`config.mk`:
```
export PLATFORM = sky130hd
export DESIGN_NAME = ooc_codec
export DESIGN_NICKNAME = d
export VERILOG_FILES = /design/src/ooc_pkg.sv /design/src/ooc_codec.sv
export VERILOG_INCLUDE_DIRS = /design/src
export SDC_FILE = /design/constraint.sdc
export NUM_CORES = 2
export LEC_CHECK = 0
export BUFFER_PORTS_ARGS = -buffer_cell sky130_fd_sc_hd__buf_2
export CAP_MARGIN = 25
export CORE_AREA = 2 2 447 781
export CTS_BUF_LIST = sky130_fd_sc_hd__clkbuf_8 sky130_fd_sc_hd__clkbuf_16
export CTS_CLUSTER_DIAMETER = 40
export CTS_CLUSTER_SIZE = 24
export DETAILED_ROUTE_END_ITERATION = 10
export DIE_AREA = 0 0 449 783
export GPL_TIMING_DRIVEN = 1
export REMOVE_ABC_BUFFERS = 1
export SLEW_MARGIN = 20
export SYNTH_ARGS = -nofsm -noshare
export SYNTH_HDL_FRONTEND = slang
export SYNTH_SLANG_ARGS = --single-unit
export TNS_END_PERCENT = 10
```
`constraint.sdc`:
```
create_clock -name mclk -period 3.3 [get_ports mclk]
set_input_delay 0.99 -clock mclk [delete_from_list [all_inputs] [get_ports mclk]]
set_output_delay 0.99 -clock mclk [all_outputs]
set_load 0.005 [all_outputs]
```
`src/ooc_defs.svh`:
```
// codes and layout constants for the odu overhead field codec
// assumes overhead bytes use bit 1 = msb numbering
`ifndef OOC_DEFS_SVH
`define OOC_DEFS_SVH
`define OOC_TTI_LEN      64
`define OOC_FTFL_HALF    128
`define OOC_FTFL_LEN     256
`define OOC_OP_PART      32
`define OOC_CC_FIRST     7'h01
`define OOC_CC_LAST      7'h03
`define OOC_NSC_FIRST    7'h04
`define OOC_NSC_LAST     7'h09
`define OOC_NSC_MAX      3'h6
`define OOC_BEI_MAX      4'h8
`define OOC_STAT_NOSRC   3'h0
`define OOC_STAT_NOIAE   3'h1
`define OOC_STAT_IAE     3'h2
`define OOC_STAT_NORMAL  3'h1
`define OOC_STAT_LCK     3'h5
`define OOC_STAT_OCI     3'h6
`define OOC_STAT_AIS     3'h7
`define OOC_FI_NONE      8'h00
`define OOC_FI_SF        8'h01
`define OOC_FI_SD        8'h02
`define OOC_APS_NR       4'h0
`define OOC_APS_DNR      4'h1
`define OOC_APS_RR       4'h2
`define OOC_APS_EXER     4'h4
`define OOC_APS_WT       4'h6
`define OOC_APS_MS       4'h8
`define OOC_APS_SD       4'hA
`define OOC_APS_SF       4'hC
`define OOC_APS_FS       4'hE
`define OOC_APS_LO       4'hF
`define OOC_PT_FIRST     8'h01
`define OOC_PT_ASYNC     8'h02
`define OOC_PT_BSYNC     8'h03
`define OOC_PT_GFP       8'h05
`define OOC_PT_LAST      8'h1C
`define OOC_PT_AMP       8'h20
`define OOC_PT_GMP       8'h21
`define OOC_PT_NA1       8'h55
`define OOC_PT_NA2       8'h66
`define OOC_PT_PROP      8'h80
`define OOC_PT_NULL      8'hFD
`define OOC_PT_PRBS      8'hFE
`define OOC_PT_NA3       8'hFF
`define OOC_CH_A         8'h41
`define OOC_CH_Z         8'h5A
`endif

```
`src/ooc_pkg.sv`:
```
// types shared by the odu overhead field codec
// assumes ooc_defs.svh supplies the numeric codes
package ooc_pkg;
    typedef enum logic [1:0] {MNT_NORMAL, MNT_LCK, MNT_OCI, MNT_AIS}
        ooc_maint_t;
    typedef enum logic [2:0] {TCS_NOSRC, TCS_NOIAE, TCS_IAE, TCS_LCK,
        TCS_OCI, TCS_AIS, TCS_RSVD} ooc_tcm_stat_t;
    typedef enum logic [2:0] {PMS_NORMAL, PMS_LCK, PMS_OCI, PMS_AIS,
        PMS_RSVD} ooc_pm_stat_t;
    typedef enum logic [1:0] {FLT_NONE, FLT_SF, FLT_SD, FLT_RSVD}
        ooc_fault_t;
    typedef enum logic [3:0] {APS_NR, APS_DNR, APS_RR, APS_EXER, APS_WT,
        APS_MS, APS_SD, APS_SF, APS_FS, APS_LO, APS_RSVD} ooc_aps_t;
    typedef enum logic [3:0] {PSI_ASYNC, PSI_BSYNC, PSI_GFP, PSI_AMP,
        PSI_GMP, PSI_PROP, PSI_NULL, PSI_PRBS, PSI_CLIENT, PSI_NA,
        PSI_RSVD} ooc_psi_t;
endpackage : ooc_pkg

```
`src/ooc_codec.sv`:
```
// odu/opu overhead field encoder and decoder
// assumes frame strobes and mfas come from the host framer, same clock
// Summary of operation
// RULE1: tcm status codes 000..111 with reserved
// RULE2: pm stat 001 normal, 101/110/111 maintenance
// RULE3: ftfl holds forward and backward 128-byte halves
// RULE4: fault byte 00 none, 01 sf, 02 sd
// RULE5: country code is exactly three characters
// RULE6: national segment code one to six characters
// RULE7: pm third byte bei, bdi, stat layout
// RULE8: 64-byte trace, byte per frame, multiframe aligned
// RULE9: trace holds sapi, dapi, 32-byte operator part
// RULE10: bei 0..8 binary, 1001..1111 read zero
// RULE11: sent bei equals local bip-8 block errors
// RULE12: bdi high exactly while signal fail
// RULE13: aps byte: request bits 1-4, type 5-8
// RULE14: aps request nibble codes, others reserved
// RULE15: psi byte zero direct or selected code
// RULE16: codes 01..1C are client mappings
// RULE17: 20 amp-only mux, 21 gmp-capable mux
// RULE18: 80 proprietary mapping
// RULE19: fd null, fe prbs; 55/66/ff not available
// RULE20: reserved received codes reported as reserved
`timescale 1ns/1ps
`include "ooc_defs.svh"
module ooc_codec #(
    parameter int TTI_LEN  = `OOC_TTI_LEN,
    parameter int FTFL_LEN = `OOC_FTFL_LEN
) (
    input  wire logic                 mclk,          // 200 MHz clock
    input  wire logic                 rst_n,         // sync reset
    input  wire logic                 tx_frame,      // tx frame strobe
    input  wire logic [7:0]           tx_mfas,       // tx multiframe count
    input  wire logic                 sig_fail,      // local signal fail
    input  wire logic [3:0]           bip_err_cnt,   // local bip-8 errors
    input  wire ooc_pkg::ooc_maint_t  pm_maint,      // pm maintenance
    input  wire ooc_pkg::ooc_tcm_stat_t tcm_mode,    // tcm status to send
    input  wire logic [3:0]           aps_req,       // aps request code
    input  wire logic [3:0]           aps_ptype,     // protection type
    input  wire logic                 psi_direct,    // use psi_value
    input  wire logic [7:0]           psi_value,     // direct psi byte
    input  wire ooc_pkg::ooc_psi_t    psi_select,    // selected payload
    input  wire logic                 wr_en,         // message write
    input  wire logic                 wr_ftfl,       // 1 ftfl, 0 trace
    input  wire logic [7:0]           wr_addr,       // byte index
    input  wire logic [7:0]           wr_data,       // byte value
    output logic [7:0]                tx_pm_b3,      // pm third byte
    output logic [7:0]                tx_tcm_b3,     // tcm third byte
    output logic [7:0]                tx_aps_b0,     // aps first byte
    output logic [7:0]                tx_psi0,       // psi byte zero
    output logic [7:0]                tx_tti_byte,   // trace byte
    output logic [7:0]                tx_ftfl_byte,  // ftfl byte
    input  wire logic                 rx_frame,      // rx frame strobe
    input  wire logic [7:0]           rx_mfas,       // rx multiframe count
    input  wire logic [7:0]           rx_pm_b3,      // rx pm third byte
    input  wire logic [7:0]           rx_tcm_b3,     // rx tcm third byte
    input  wire logic [7:0]           rx_aps_b0,     // rx aps first byte
    input  wire logic [7:0]           rx_psi0,       // rx psi byte zero
    input  wire logic [7:0]           rx_ftfl_byte,  // rx ftfl byte
    output logic [3:0]                rx_bei,        // bip violations
    output logic                      rx_bdi,        // remote defect
    output ooc_pkg::ooc_pm_stat_t     rx_pm_stat,    // pm status
    output ooc_pkg::ooc_tcm_stat_t    rx_tcm_stat,   // tcm status
    output ooc_pkg::ooc_aps_t         rx_aps,        // aps request
    output logic [3:0]                rx_ptype,      // protection type
    output ooc_pkg::ooc_psi_t         rx_psi,        // payload class
    output ooc_pkg::ooc_fault_t       rx_fwd_fault,  // forward fault
    output ooc_pkg::ooc_fault_t       rx_bwd_fault,  // backward fault
    output logic                      rx_cc_ok,      // country code valid
    output logic [2:0]                rx_nsc_len,    // carrier code length
    output logic                      rx_nsc_ok      // length 1..6
);
    logic [7:0] tti_mem [TTI_LEN];
    logic [7:0] ftfl_mem [FTFL_LEN];
    logic [3:0] bei_d;
    logic [2:0] pm_stat_d;
    logic [2:0] tcm_stat_d;
    logic [7:0] psi_sel_d;
    logic [7:0] rx_idx;
    logic       rx_half_b;
    logic [6:0] rx_off;
    logic       cc_q;
    logic       nsc_run_q;
    logic [2:0] nsc_cnt_q;

    // message store: sapi 0-15, dapi 16-31, operator 32-63
    always_ff @(posedge mclk) begin
        if (wr_en && !wr_ftfl && wr_addr < 8'(TTI_LEN)) begin // RULE9
            tti_mem[wr_addr[5:0]] <= wr_data;
        end
        if (wr_en && wr_ftfl) begin // RULE3
            ftfl_mem[wr_addr] <= wr_data;
        end
    end

    // counts above eight cannot occur for bip-8; clamp anyway
    always_comb begin
        bei_d = (bip_err_cnt > `OOC_BEI_MAX) ? `OOC_BEI_MAX
                                              : bip_err_cnt; // RULE11
        unique case (pm_maint)
            ooc_pkg::MNT_NORMAL: pm_stat_d = `OOC_STAT_NORMAL; // RULE2
            ooc_pkg::MNT_LCK:    pm_stat_d = `OOC_STAT_LCK;
            ooc_pkg::MNT_OCI:    pm_stat_d = `OOC_STAT_OCI;
            ooc_pkg::MNT_AIS:    pm_stat_d = `OOC_STAT_AIS;
        endcase
        unique case (tcm_mode)
            ooc_pkg::TCS_NOSRC: tcm_stat_d = `OOC_STAT_NOSRC; // RULE1
            ooc_pkg::TCS_NOIAE: tcm_stat_d = `OOC_STAT_NOIAE;
            ooc_pkg::TCS_IAE:   tcm_stat_d = `OOC_STAT_IAE;
            ooc_pkg::TCS_LCK:   tcm_stat_d = `OOC_STAT_LCK;
            ooc_pkg::TCS_OCI:   tcm_stat_d = `OOC_STAT_OCI;
            ooc_pkg::TCS_AIS:   tcm_stat_d = `OOC_STAT_AIS;
            default:            tcm_stat_d = `OOC_STAT_NOSRC;
        endcase
        unique case (psi_select)
            ooc_pkg::PSI_ASYNC: psi_sel_d = `OOC_PT_ASYNC; // RULE16
            ooc_pkg::PSI_BSYNC: psi_sel_d = `OOC_PT_BSYNC;
            ooc_pkg::PSI_GFP:   psi_sel_d = `OOC_PT_GFP;
            ooc_pkg::PSI_AMP:   psi_sel_d = `OOC_PT_AMP; // RULE17
            ooc_pkg::PSI_GMP:   psi_sel_d = `OOC_PT_GMP;
            ooc_pkg::PSI_PROP:  psi_sel_d = `OOC_PT_PROP; // RULE18
            ooc_pkg::PSI_NULL:  psi_sel_d = `OOC_PT_NULL; // RULE19
            ooc_pkg::PSI_PRBS:  psi_sel_d = `OOC_PT_PRBS;
            default:            psi_sel_d = `OOC_PT_NA3;
        endcase
    end

    // overhead bytes change only at frame boundaries
    always_ff @(posedge mclk) begin
        if (!rst_n) begin
            tx_pm_b3  <= {4'h0, 1'b0, `OOC_STAT_NORMAL};
            tx_tcm_b3 <= 8'h00;
            tx_aps_b0 <= 8'h00;
            tx_psi0   <= `OOC_PT_NA3;
        end else if (tx_frame) begin
            tx_pm_b3  <= {bei_d, sig_fail, pm_stat_d}; // RULE7 RULE12
            tx_tcm_b3 <= {bei_d, sig_fail, tcm_stat_d}; // RULE1
            tx_aps_b0 <= {aps_req, aps_ptype}; // RULE13
            tx_psi0   <= psi_direct ? psi_value : psi_sel_d; // RULE15
        end
    end

    // trace index follows mfas so byte 0 lands on multiframe start
    always_ff @(posedge mclk) begin
        if (!rst_n) begin
            tx_tti_byte  <= 8'h00;
            tx_ftfl_byte <= 8'h00;
        end else if (tx_frame) begin
            tx_tti_byte  <= tti_mem[tx_mfas[5:0]]; // RULE8
            tx_ftfl_byte <= ftfl_mem[tx_mfas]; // RULE3
        end
    end

    function automatic ooc_pkg::ooc_fault_t fault_dec(input logic [7:0] b);
        ooc_pkg::ooc_fault_t f;
        f = ooc_pkg::FLT_RSVD;
        if (b == `OOC_FI_NONE) f = ooc_pkg::FLT_NONE; // RULE4
        if (b == `OOC_FI_SF)   f = ooc_pkg::FLT_SF;
        if (b == `OOC_FI_SD)   f = ooc_pkg::FLT_SD;
        return f;
    endfunction : fault_dec

    function automatic ooc_pkg::ooc_pm_stat_t pm_dec(input logic [2:0] s);
        ooc_pkg::ooc_pm_stat_t p;
        p = ooc_pkg::PMS_RSVD; // RULE20
        if (s == `OOC_STAT_NORMAL) p = ooc_pkg::PMS_NORMAL; // RULE2
        if (s == `OOC_STAT_LCK)    p = ooc_pkg::PMS_LCK;
        if (s == `OOC_STAT_OCI)    p = ooc_pkg::PMS_OCI;
        if (s == `OOC_STAT_AIS)    p = ooc_pkg::PMS_AIS;
        return p;
    endfunction : pm_dec

    function automatic ooc_pkg::ooc_tcm_stat_t tcm_dec(input logic [2:0] s);
        ooc_pkg::ooc_tcm_stat_t t;
        t = ooc_pkg::TCS_RSVD; // RULE20
        if (s == `OOC_STAT_NOSRC) t = ooc_pkg::TCS_NOSRC; // RULE1
        if (s == `OOC_STAT_NOIAE) t = ooc_pkg::TCS_NOIAE;
        if (s == `OOC_STAT_IAE)   t = ooc_pkg::TCS_IAE;
        if (s == `OOC_STAT_LCK)   t = ooc_pkg::TCS_LCK;
        if (s == `OOC_STAT_OCI)   t = ooc_pkg::TCS_OCI;
        if (s == `OOC_STAT_AIS)   t = ooc_pkg::TCS_AIS;
        return t;
    endfunction : tcm_dec

    function automatic ooc_pkg::ooc_aps_t aps_dec(input logic [3:0] r);
        ooc_pkg::ooc_aps_t a;
        a = ooc_pkg::APS_RSVD; // RULE20
        if (r == `OOC_APS_NR)   a = ooc_pkg::APS_NR; // RULE14
        if (r == `OOC_APS_DNR)  a = ooc_pkg::APS_DNR;
        if (r == `OOC_APS_RR)   a = ooc_pkg::APS_RR;
        if (r == `OOC_APS_EXER) a = ooc_pkg::APS_EXER;
        if (r == `OOC_APS_WT)   a = ooc_pkg::APS_WT;
        if (r == `OOC_APS_MS)   a = ooc_pkg::APS_MS;
        if (r == `OOC_APS_SD)   a = ooc_pkg::APS_SD;
        if (r == `OOC_APS_SF)   a = ooc_pkg::APS_SF;
        if (r == `OOC_APS_FS)   a = ooc_pkg::APS_FS;
        if (r == `OOC_APS_LO)   a = ooc_pkg::APS_LO;
        return a;
    endfunction : aps_dec

    function automatic ooc_pkg::ooc_psi_t psi_dec(input logic [7:0] v);
        ooc_pkg::ooc_psi_t c;
        c = ooc_pkg::PSI_RSVD; // RULE20
        if (v >= `OOC_PT_FIRST && v <= `OOC_PT_LAST)
            c = ooc_pkg::PSI_CLIENT; // RULE16
        if (v == `OOC_PT_ASYNC) c = ooc_pkg::PSI_ASYNC;
        if (v == `OOC_PT_BSYNC) c = ooc_pkg::PSI_BSYNC;
        if (v == `OOC_PT_GFP)   c = ooc_pkg::PSI_GFP;
        if (v == `OOC_PT_AMP)   c = ooc_pkg::PSI_AMP; // RULE17
        if (v == `OOC_PT_GMP)   c = ooc_pkg::PSI_GMP;
        if (v == `OOC_PT_PROP)  c = ooc_pkg::PSI_PROP; // RULE18
        if (v == `OOC_PT_NULL)  c = ooc_pkg::PSI_NULL; // RULE19
        if (v == `OOC_PT_PRBS)  c = ooc_pkg::PSI_PRBS;
        if (v == `OOC_PT_NA1 || v == `OOC_PT_NA2 || v == `OOC_PT_NA3)
            c = ooc_pkg::PSI_NA;
        return c;
    endfunction : psi_dec

    always_ff @(posedge mclk) begin
        if (!rst_n) begin
            rx_bei      <= 4'h0;
            rx_bdi      <= 1'b0;
            rx_pm_stat  <= ooc_pkg::PMS_NORMAL;
            rx_tcm_stat <= ooc_pkg::TCS_NOSRC;
            rx_aps      <= ooc_pkg::APS_NR;
            rx_ptype    <= 4'h0;
            rx_psi      <= ooc_pkg::PSI_NA;
        end else if (rx_frame) begin
            rx_bei      <= (rx_pm_b3[7:4] > `OOC_BEI_MAX) ? 4'h0 // RULE10
                                                           : rx_pm_b3[7:4];
            rx_bdi      <= rx_pm_b3[3]; // RULE7
            rx_pm_stat  <= pm_dec(rx_pm_b3[2:0]);
            rx_tcm_stat <= tcm_dec(rx_tcm_b3[2:0]);
            rx_aps      <= aps_dec(rx_aps_b0[7:4]); // RULE13
            rx_ptype    <= rx_aps_b0[3:0];
            rx_psi      <= psi_dec(rx_psi0); // RULE15
        end
    end

    // received ftfl: offset within each half selects the field
    assign rx_idx    = rx_mfas;
    assign rx_half_b = rx_idx[7];
    assign rx_off    = rx_idx[6:0];

    always_ff @(posedge mclk) begin
        if (!rst_n) begin
            rx_fwd_fault <= ooc_pkg::FLT_NONE;
            rx_bwd_fault <= ooc_pkg::FLT_NONE;
        end else if (rx_frame && rx_off == 7'h00) begin
            if (rx_half_b) begin
                rx_bwd_fault <= fault_dec(rx_ftfl_byte); // RULE4
            end else begin
                rx_fwd_fault <= fault_dec(rx_ftfl_byte);
            end
        end
    end

    // only the forward operator identifier is checked; limitation
    always_ff @(posedge mclk) begin
        if (!rst_n) begin
            cc_q       <= 1'b0;
            rx_cc_ok   <= 1'b0;
            nsc_run_q  <= 1'b0;
            nsc_cnt_q  <= 3'h0;
            rx_nsc_len <= 3'h0;
            rx_nsc_ok  <= 1'b0;
        end else if (rx_frame && !rx_half_b) begin
            if (rx_off >= `OOC_CC_FIRST
                && rx_off <= `OOC_CC_LAST) begin
                cc_q <= (rx_off == `OOC_CC_FIRST || cc_q)
                        && rx_ftfl_byte >= `OOC_CH_A
                        && rx_ftfl_byte <= `OOC_CH_Z; // RULE5
                if (rx_off == `OOC_CC_LAST) begin
                    rx_cc_ok <= (cc_q || rx_off == `OOC_CC_FIRST)
                                && rx_ftfl_byte >= `OOC_CH_A
                                && rx_ftfl_byte <= `OOC_CH_Z;
                end
            end
            if (rx_off == `OOC_NSC_FIRST) begin
                nsc_run_q <= (rx_ftfl_byte != 8'h00);
                nsc_cnt_q <= (rx_ftfl_byte != 8'h00) ? 3'h1 : 3'h0;
            end else if (rx_off > `OOC_NSC_FIRST
                         && rx_off <= `OOC_NSC_LAST) begin
                if (nsc_run_q && rx_ftfl_byte != 8'h00) begin
                    nsc_cnt_q <= nsc_cnt_q + 3'h1;
                end else begin
                    nsc_run_q <= 1'b0;
                end
            end else if (rx_off == `OOC_NSC_LAST + 7'h01) begin
                rx_nsc_len <= nsc_cnt_q;
                rx_nsc_ok  <= nsc_cnt_q != 3'h0
                              && nsc_cnt_q <= `OOC_NSC_MAX; // RULE6
            end
        end
    end
endmodule : ooc_codec

```
==> flow_metrics.py <==
metrics = {
    "die": {
        "die_w_um": 449,
        "fp.coreArea_um2": 346000,
        "start_util_pct": 29.8,
        "rows": 286,
        "die_y_um": 783,
        "die_area_um2": 352000,
        "io_pins": 189,
    },
    "drt": {
        "ant_nets": 0,
        "drt-vias-per-instance": 4.93,
        "drt_wl_total_mm": 291,
        "first_pass_iters": 5,
        "drt-initial-drc-count": 4666,
        "routedWlPerCell_um": 26.6,
        "num_vias": 54000,
        "drcViolationCount": 0,
    },
    "synthesis": {
        "syn-instance-count": 5115,
        "netlist_area_um2": 103000,
        "synth-async-reset-ratio_pct": 0,
        "syn_avg_cell_area_um2": 20.1,
        "yosys_warnings": 0,
        "ys_types": 69,
        "synth-seq-cells": 2640,
        "synthFlopType": "edfxtp_1",
        "synth_edf_count": 2560,
        "ys_seq_area_share_pct": 76.2,
    },
    "outcome": {
        "outcome": "finished, violations left",
        "violations": "negative setup slack",
    },
    "clock_network": {
        "clk_latency_ns": 0.96,
        "cts_tree": "built",
        "cts_made_buffers": 224,
        "cts.path.max_buffers": 4,
        "clkSinkCount": 2640,
        "postCtsHoldBufs": 0,
        "cts_max_level": 4,
        "root_buffer": "clkbuf_16",
        "clkTransAtPathRegs_ns": 0.08,
    },
    "worst_setup_path": {
        "r2r_cells": 7,
        "end_kind": "flip-flop",
        "cp_top_family": "compound AO/OA/AOI/OAI gates",
        "critical_path.cell_chain": "buf_8, buf_12, buf_4, mux2i_1, o22ai_1, nor3_1, a21oi_1, o211ai_1, nor3_1, a211o_1",
        "critPathLaunchType": "input port",
        "worstPathRequired_ns": 4.12,
        "worst-path-max-fanout": 26,
        "critPathSlowestCell": "nor3_1",
        "cpPeakStageDelay_ns": 0.57,
        "worst-path-stages": 10,
        "worstSetupPathType": "in -> reg",
        "cp.arrival_ns": 4.15,
        "crit_buf_inv": 3,
        "path_common_cell": "nor3_1",
    },
    "sta": {
        "final-max-slew-violation-count": 0,
        "timing.final.crit_share_pct": 101,
        "slew_headroom_pct": 20.9,
        "layout_setup_ws_ns": -0.0284,
        "skew_ns": 0.113,
        "hold_viol": 0,
        "fin_crit_ns": 3.33,
        "tightest_slew_ns": 1.19,
        "rsz0062_at_grt": "false",
        "finalSetupViolCount": 1,
        "max_freq_ghz": 0.300,
        "hold_ws_ns": 0.322,
    },
    "run": {
        "maxCapViolations": 0,
    },
    "pwr": {
        "power_density_nw_per_um2": 562,
        "irDropWorstVdd_uv": 525,
        "p_total_mw": 70.1,
        "leakagePower_nw": 40.8,
    },
    "final_layout": {
        "instances_no_fill": 10900,
        "drive_above_1_share_pct": 33.3,
        "fin_nets": 6265,
        "final_cell_mix": "edfxtp_1, buf_4, mux4_2",
        "syn_to_final_growth_pct": 21.0,
        "layout_commonest_cell": "edfxtp_1",
    },
    "global_routing": {
        "grt_use_total_pct": 16.2,
        "grt_pass1_wl_mm": 413,
        "grt_pass1_vias": 57300,
        "antenna_found_initial": 17,
        "overflow": 0,
        "grt_start_max_net_pins": 89,
    },
    "min_path": {
        "hold_depth": 3,
        "min-delay-path-class": "in -> reg",
    },
    "placement": {
        "placed_cells": 10500,
        "pre_cts_ws_ns": -1.02,
        "gp_congestion": 0.930,
        "place.port_buffers": 183,
        "dp_hpwl_mm": 208,
    },
}
==> path summary, 6_finish.rpt <==
path / start / slack (ns) / endpoint
max: tx_mfas[0] / -0.03 / tx_ftfl_byte[1]$_SDFFE_PN0P_
min reg2reg: rx_tcm_stat[2]$_SDFFE_PN0P_ / 0.48 / rx_tcm_stat[2]$_SDFFE_PN0P_
max reg2reg: ftfl_mem[211][3]$_DFFE_PP_ / 0.44 / tx_ftfl_byte[3]$_SDFFE_PN0P_
min: aps_ptype[2] / 0.32 / tx_aps_b0[2]$_SDFFE_PN0P_
==> power breakdown <==
group          internal [mW]  switching [mW]
registers               36.8          0.0541
logic                   1.68            2.50
clock network           14.8            14.3
==> final cells by class <==
type / instances / area [µm²]
antenna: 6 / 15.0
clock buffer: 226 / 5660
clock inverter: 185 / 2640
fill: 31900 / 221000
inverter: 21 / 83.8
multi-input combinational: 2146 / 22700
sequential: 2640 / 78500
tap: 4608 / 5770
timing repair buffer: 1116 / 9360
==> what timing repair did <==
item,in CTS,in global routing
gates resized for setup,2,4
setup buffers,0,0
endpoints found under the setup margin,2,3
==> registers in the layout, summed over array words and instances, names as in the netlist, 2 cells and up <==
| signal | cells |
|---|---|
| tx_ftfl_byte | 8 |
| rx_aps | 4 |
| rx_bei | 4 |
| ftfl_mem | 2048 |
| tx_pm_b3 | 8 |
| tti_mem | 512 |
| rx_pm_stat | 3 |
| rx_ptype | 4 |
| rx_fwd_fault | 2 |
| rx_tcm_stat | 3 |
| tx_psi0 | 8 |
| nsc_cnt_q | 3 |
| rx_nsc_len | 3 |
| tx_tcm_b3 | 3 |
| tx_tti_byte | 8 |
| tx_aps_b0 | 8 |
| rx_bwd_fault | 2 |
| rx_psi | 4 |
==> synth_stat cells (all sizes together) (3+ instances only) <==
library cell  count  area [µm²]
buf             168        1280
o211a             4        40.0
or3               4        25.0
nor4             12        75.1
edfxtp         2560       76900
mux2i           285        2850
or4               3        22.5
a221o             5        50.1
a211oi           28         210
nor3b             4        30.0
and2             11        68.8
nand2b           15        93.8
o31ai             4        30.0
o21ai            51         255
nor4b             4        35.0
ha                7        87.6
a31o              8        70.1
a22o              8        70.1
a21oi            80         400
dfxtp            80        1600
or3b              4        35.0
nand4b            3        26.3
a32oi             5        43.8
a31oi             9        56.3
o2111ai           6        52.6
o22a              3        26.3
a211o             3        26.3
a21boi           11        82.6
nand3b            3        22.5
mux4            567       12800
a22oi            76         571
clkbuf          140         527
nor3             42         210
and3              7        43.8
o221ai           57         499
nand4            14        87.6
a2111oi          17         168
nand2           148         556
o22ai            95         594
nand3            52         260
inv              21        78.8
nor2            404        1520
nor2b            56         350
o211ai           11        82.6
==> logic make-up after synthesis <==
| family | after synthesis | synth area share [%] |
|---|---|---|
| AO/OA/AOI/OAI | 494 | 3.35 |
| multiplexers | 853 | 15.2 |
| flip-flops | 2640 | 76.2 |
| buffers and inverters | 329 | 1.83 |
| XOR/XNOR | 2 | 0.0170 |
| adder cells (fa/ha/maj) | 8 | 0.0947 |
| AND/OR/NAND/NOR | 789 | 3.38 |
==> worst register-to-register path, stage by stage, from the launching register on <==
cell and delay [ns]:
edfxtp_1 0.37, mux4_2 0.46, a22o_1 0.33, a2111oi_1 0.83
buf_4 0.28, a311o_1 0.12, nor3_1 0.06, a211o_1 0.27
==> metal layers <==
metal	vias up	part of all wire (%)	GRT usage (%)
li1	23200	-	-
met1	28400	32	15.7
met2	1724	56	31.5
met3	652	4.3	1.94
met4	2	8.0	11.1
met5	-	0.0027	0
==> through the flow <==
stage | util [%] | setup TNS (ns) | instance area, µm²
after global placement | 33.7 | -8.73 | 116000
after floorplan | - | -26.03 | 101000
after global routing | 36.1 | 0 | 125000
final | 36.1 | -0.0284 | 125000
after CTS | 36.1 | 0 | 125000
after detailed placement | 33.7 | -8.77 | 116000
Note: power is estimated with default switching activity, not from simulation.
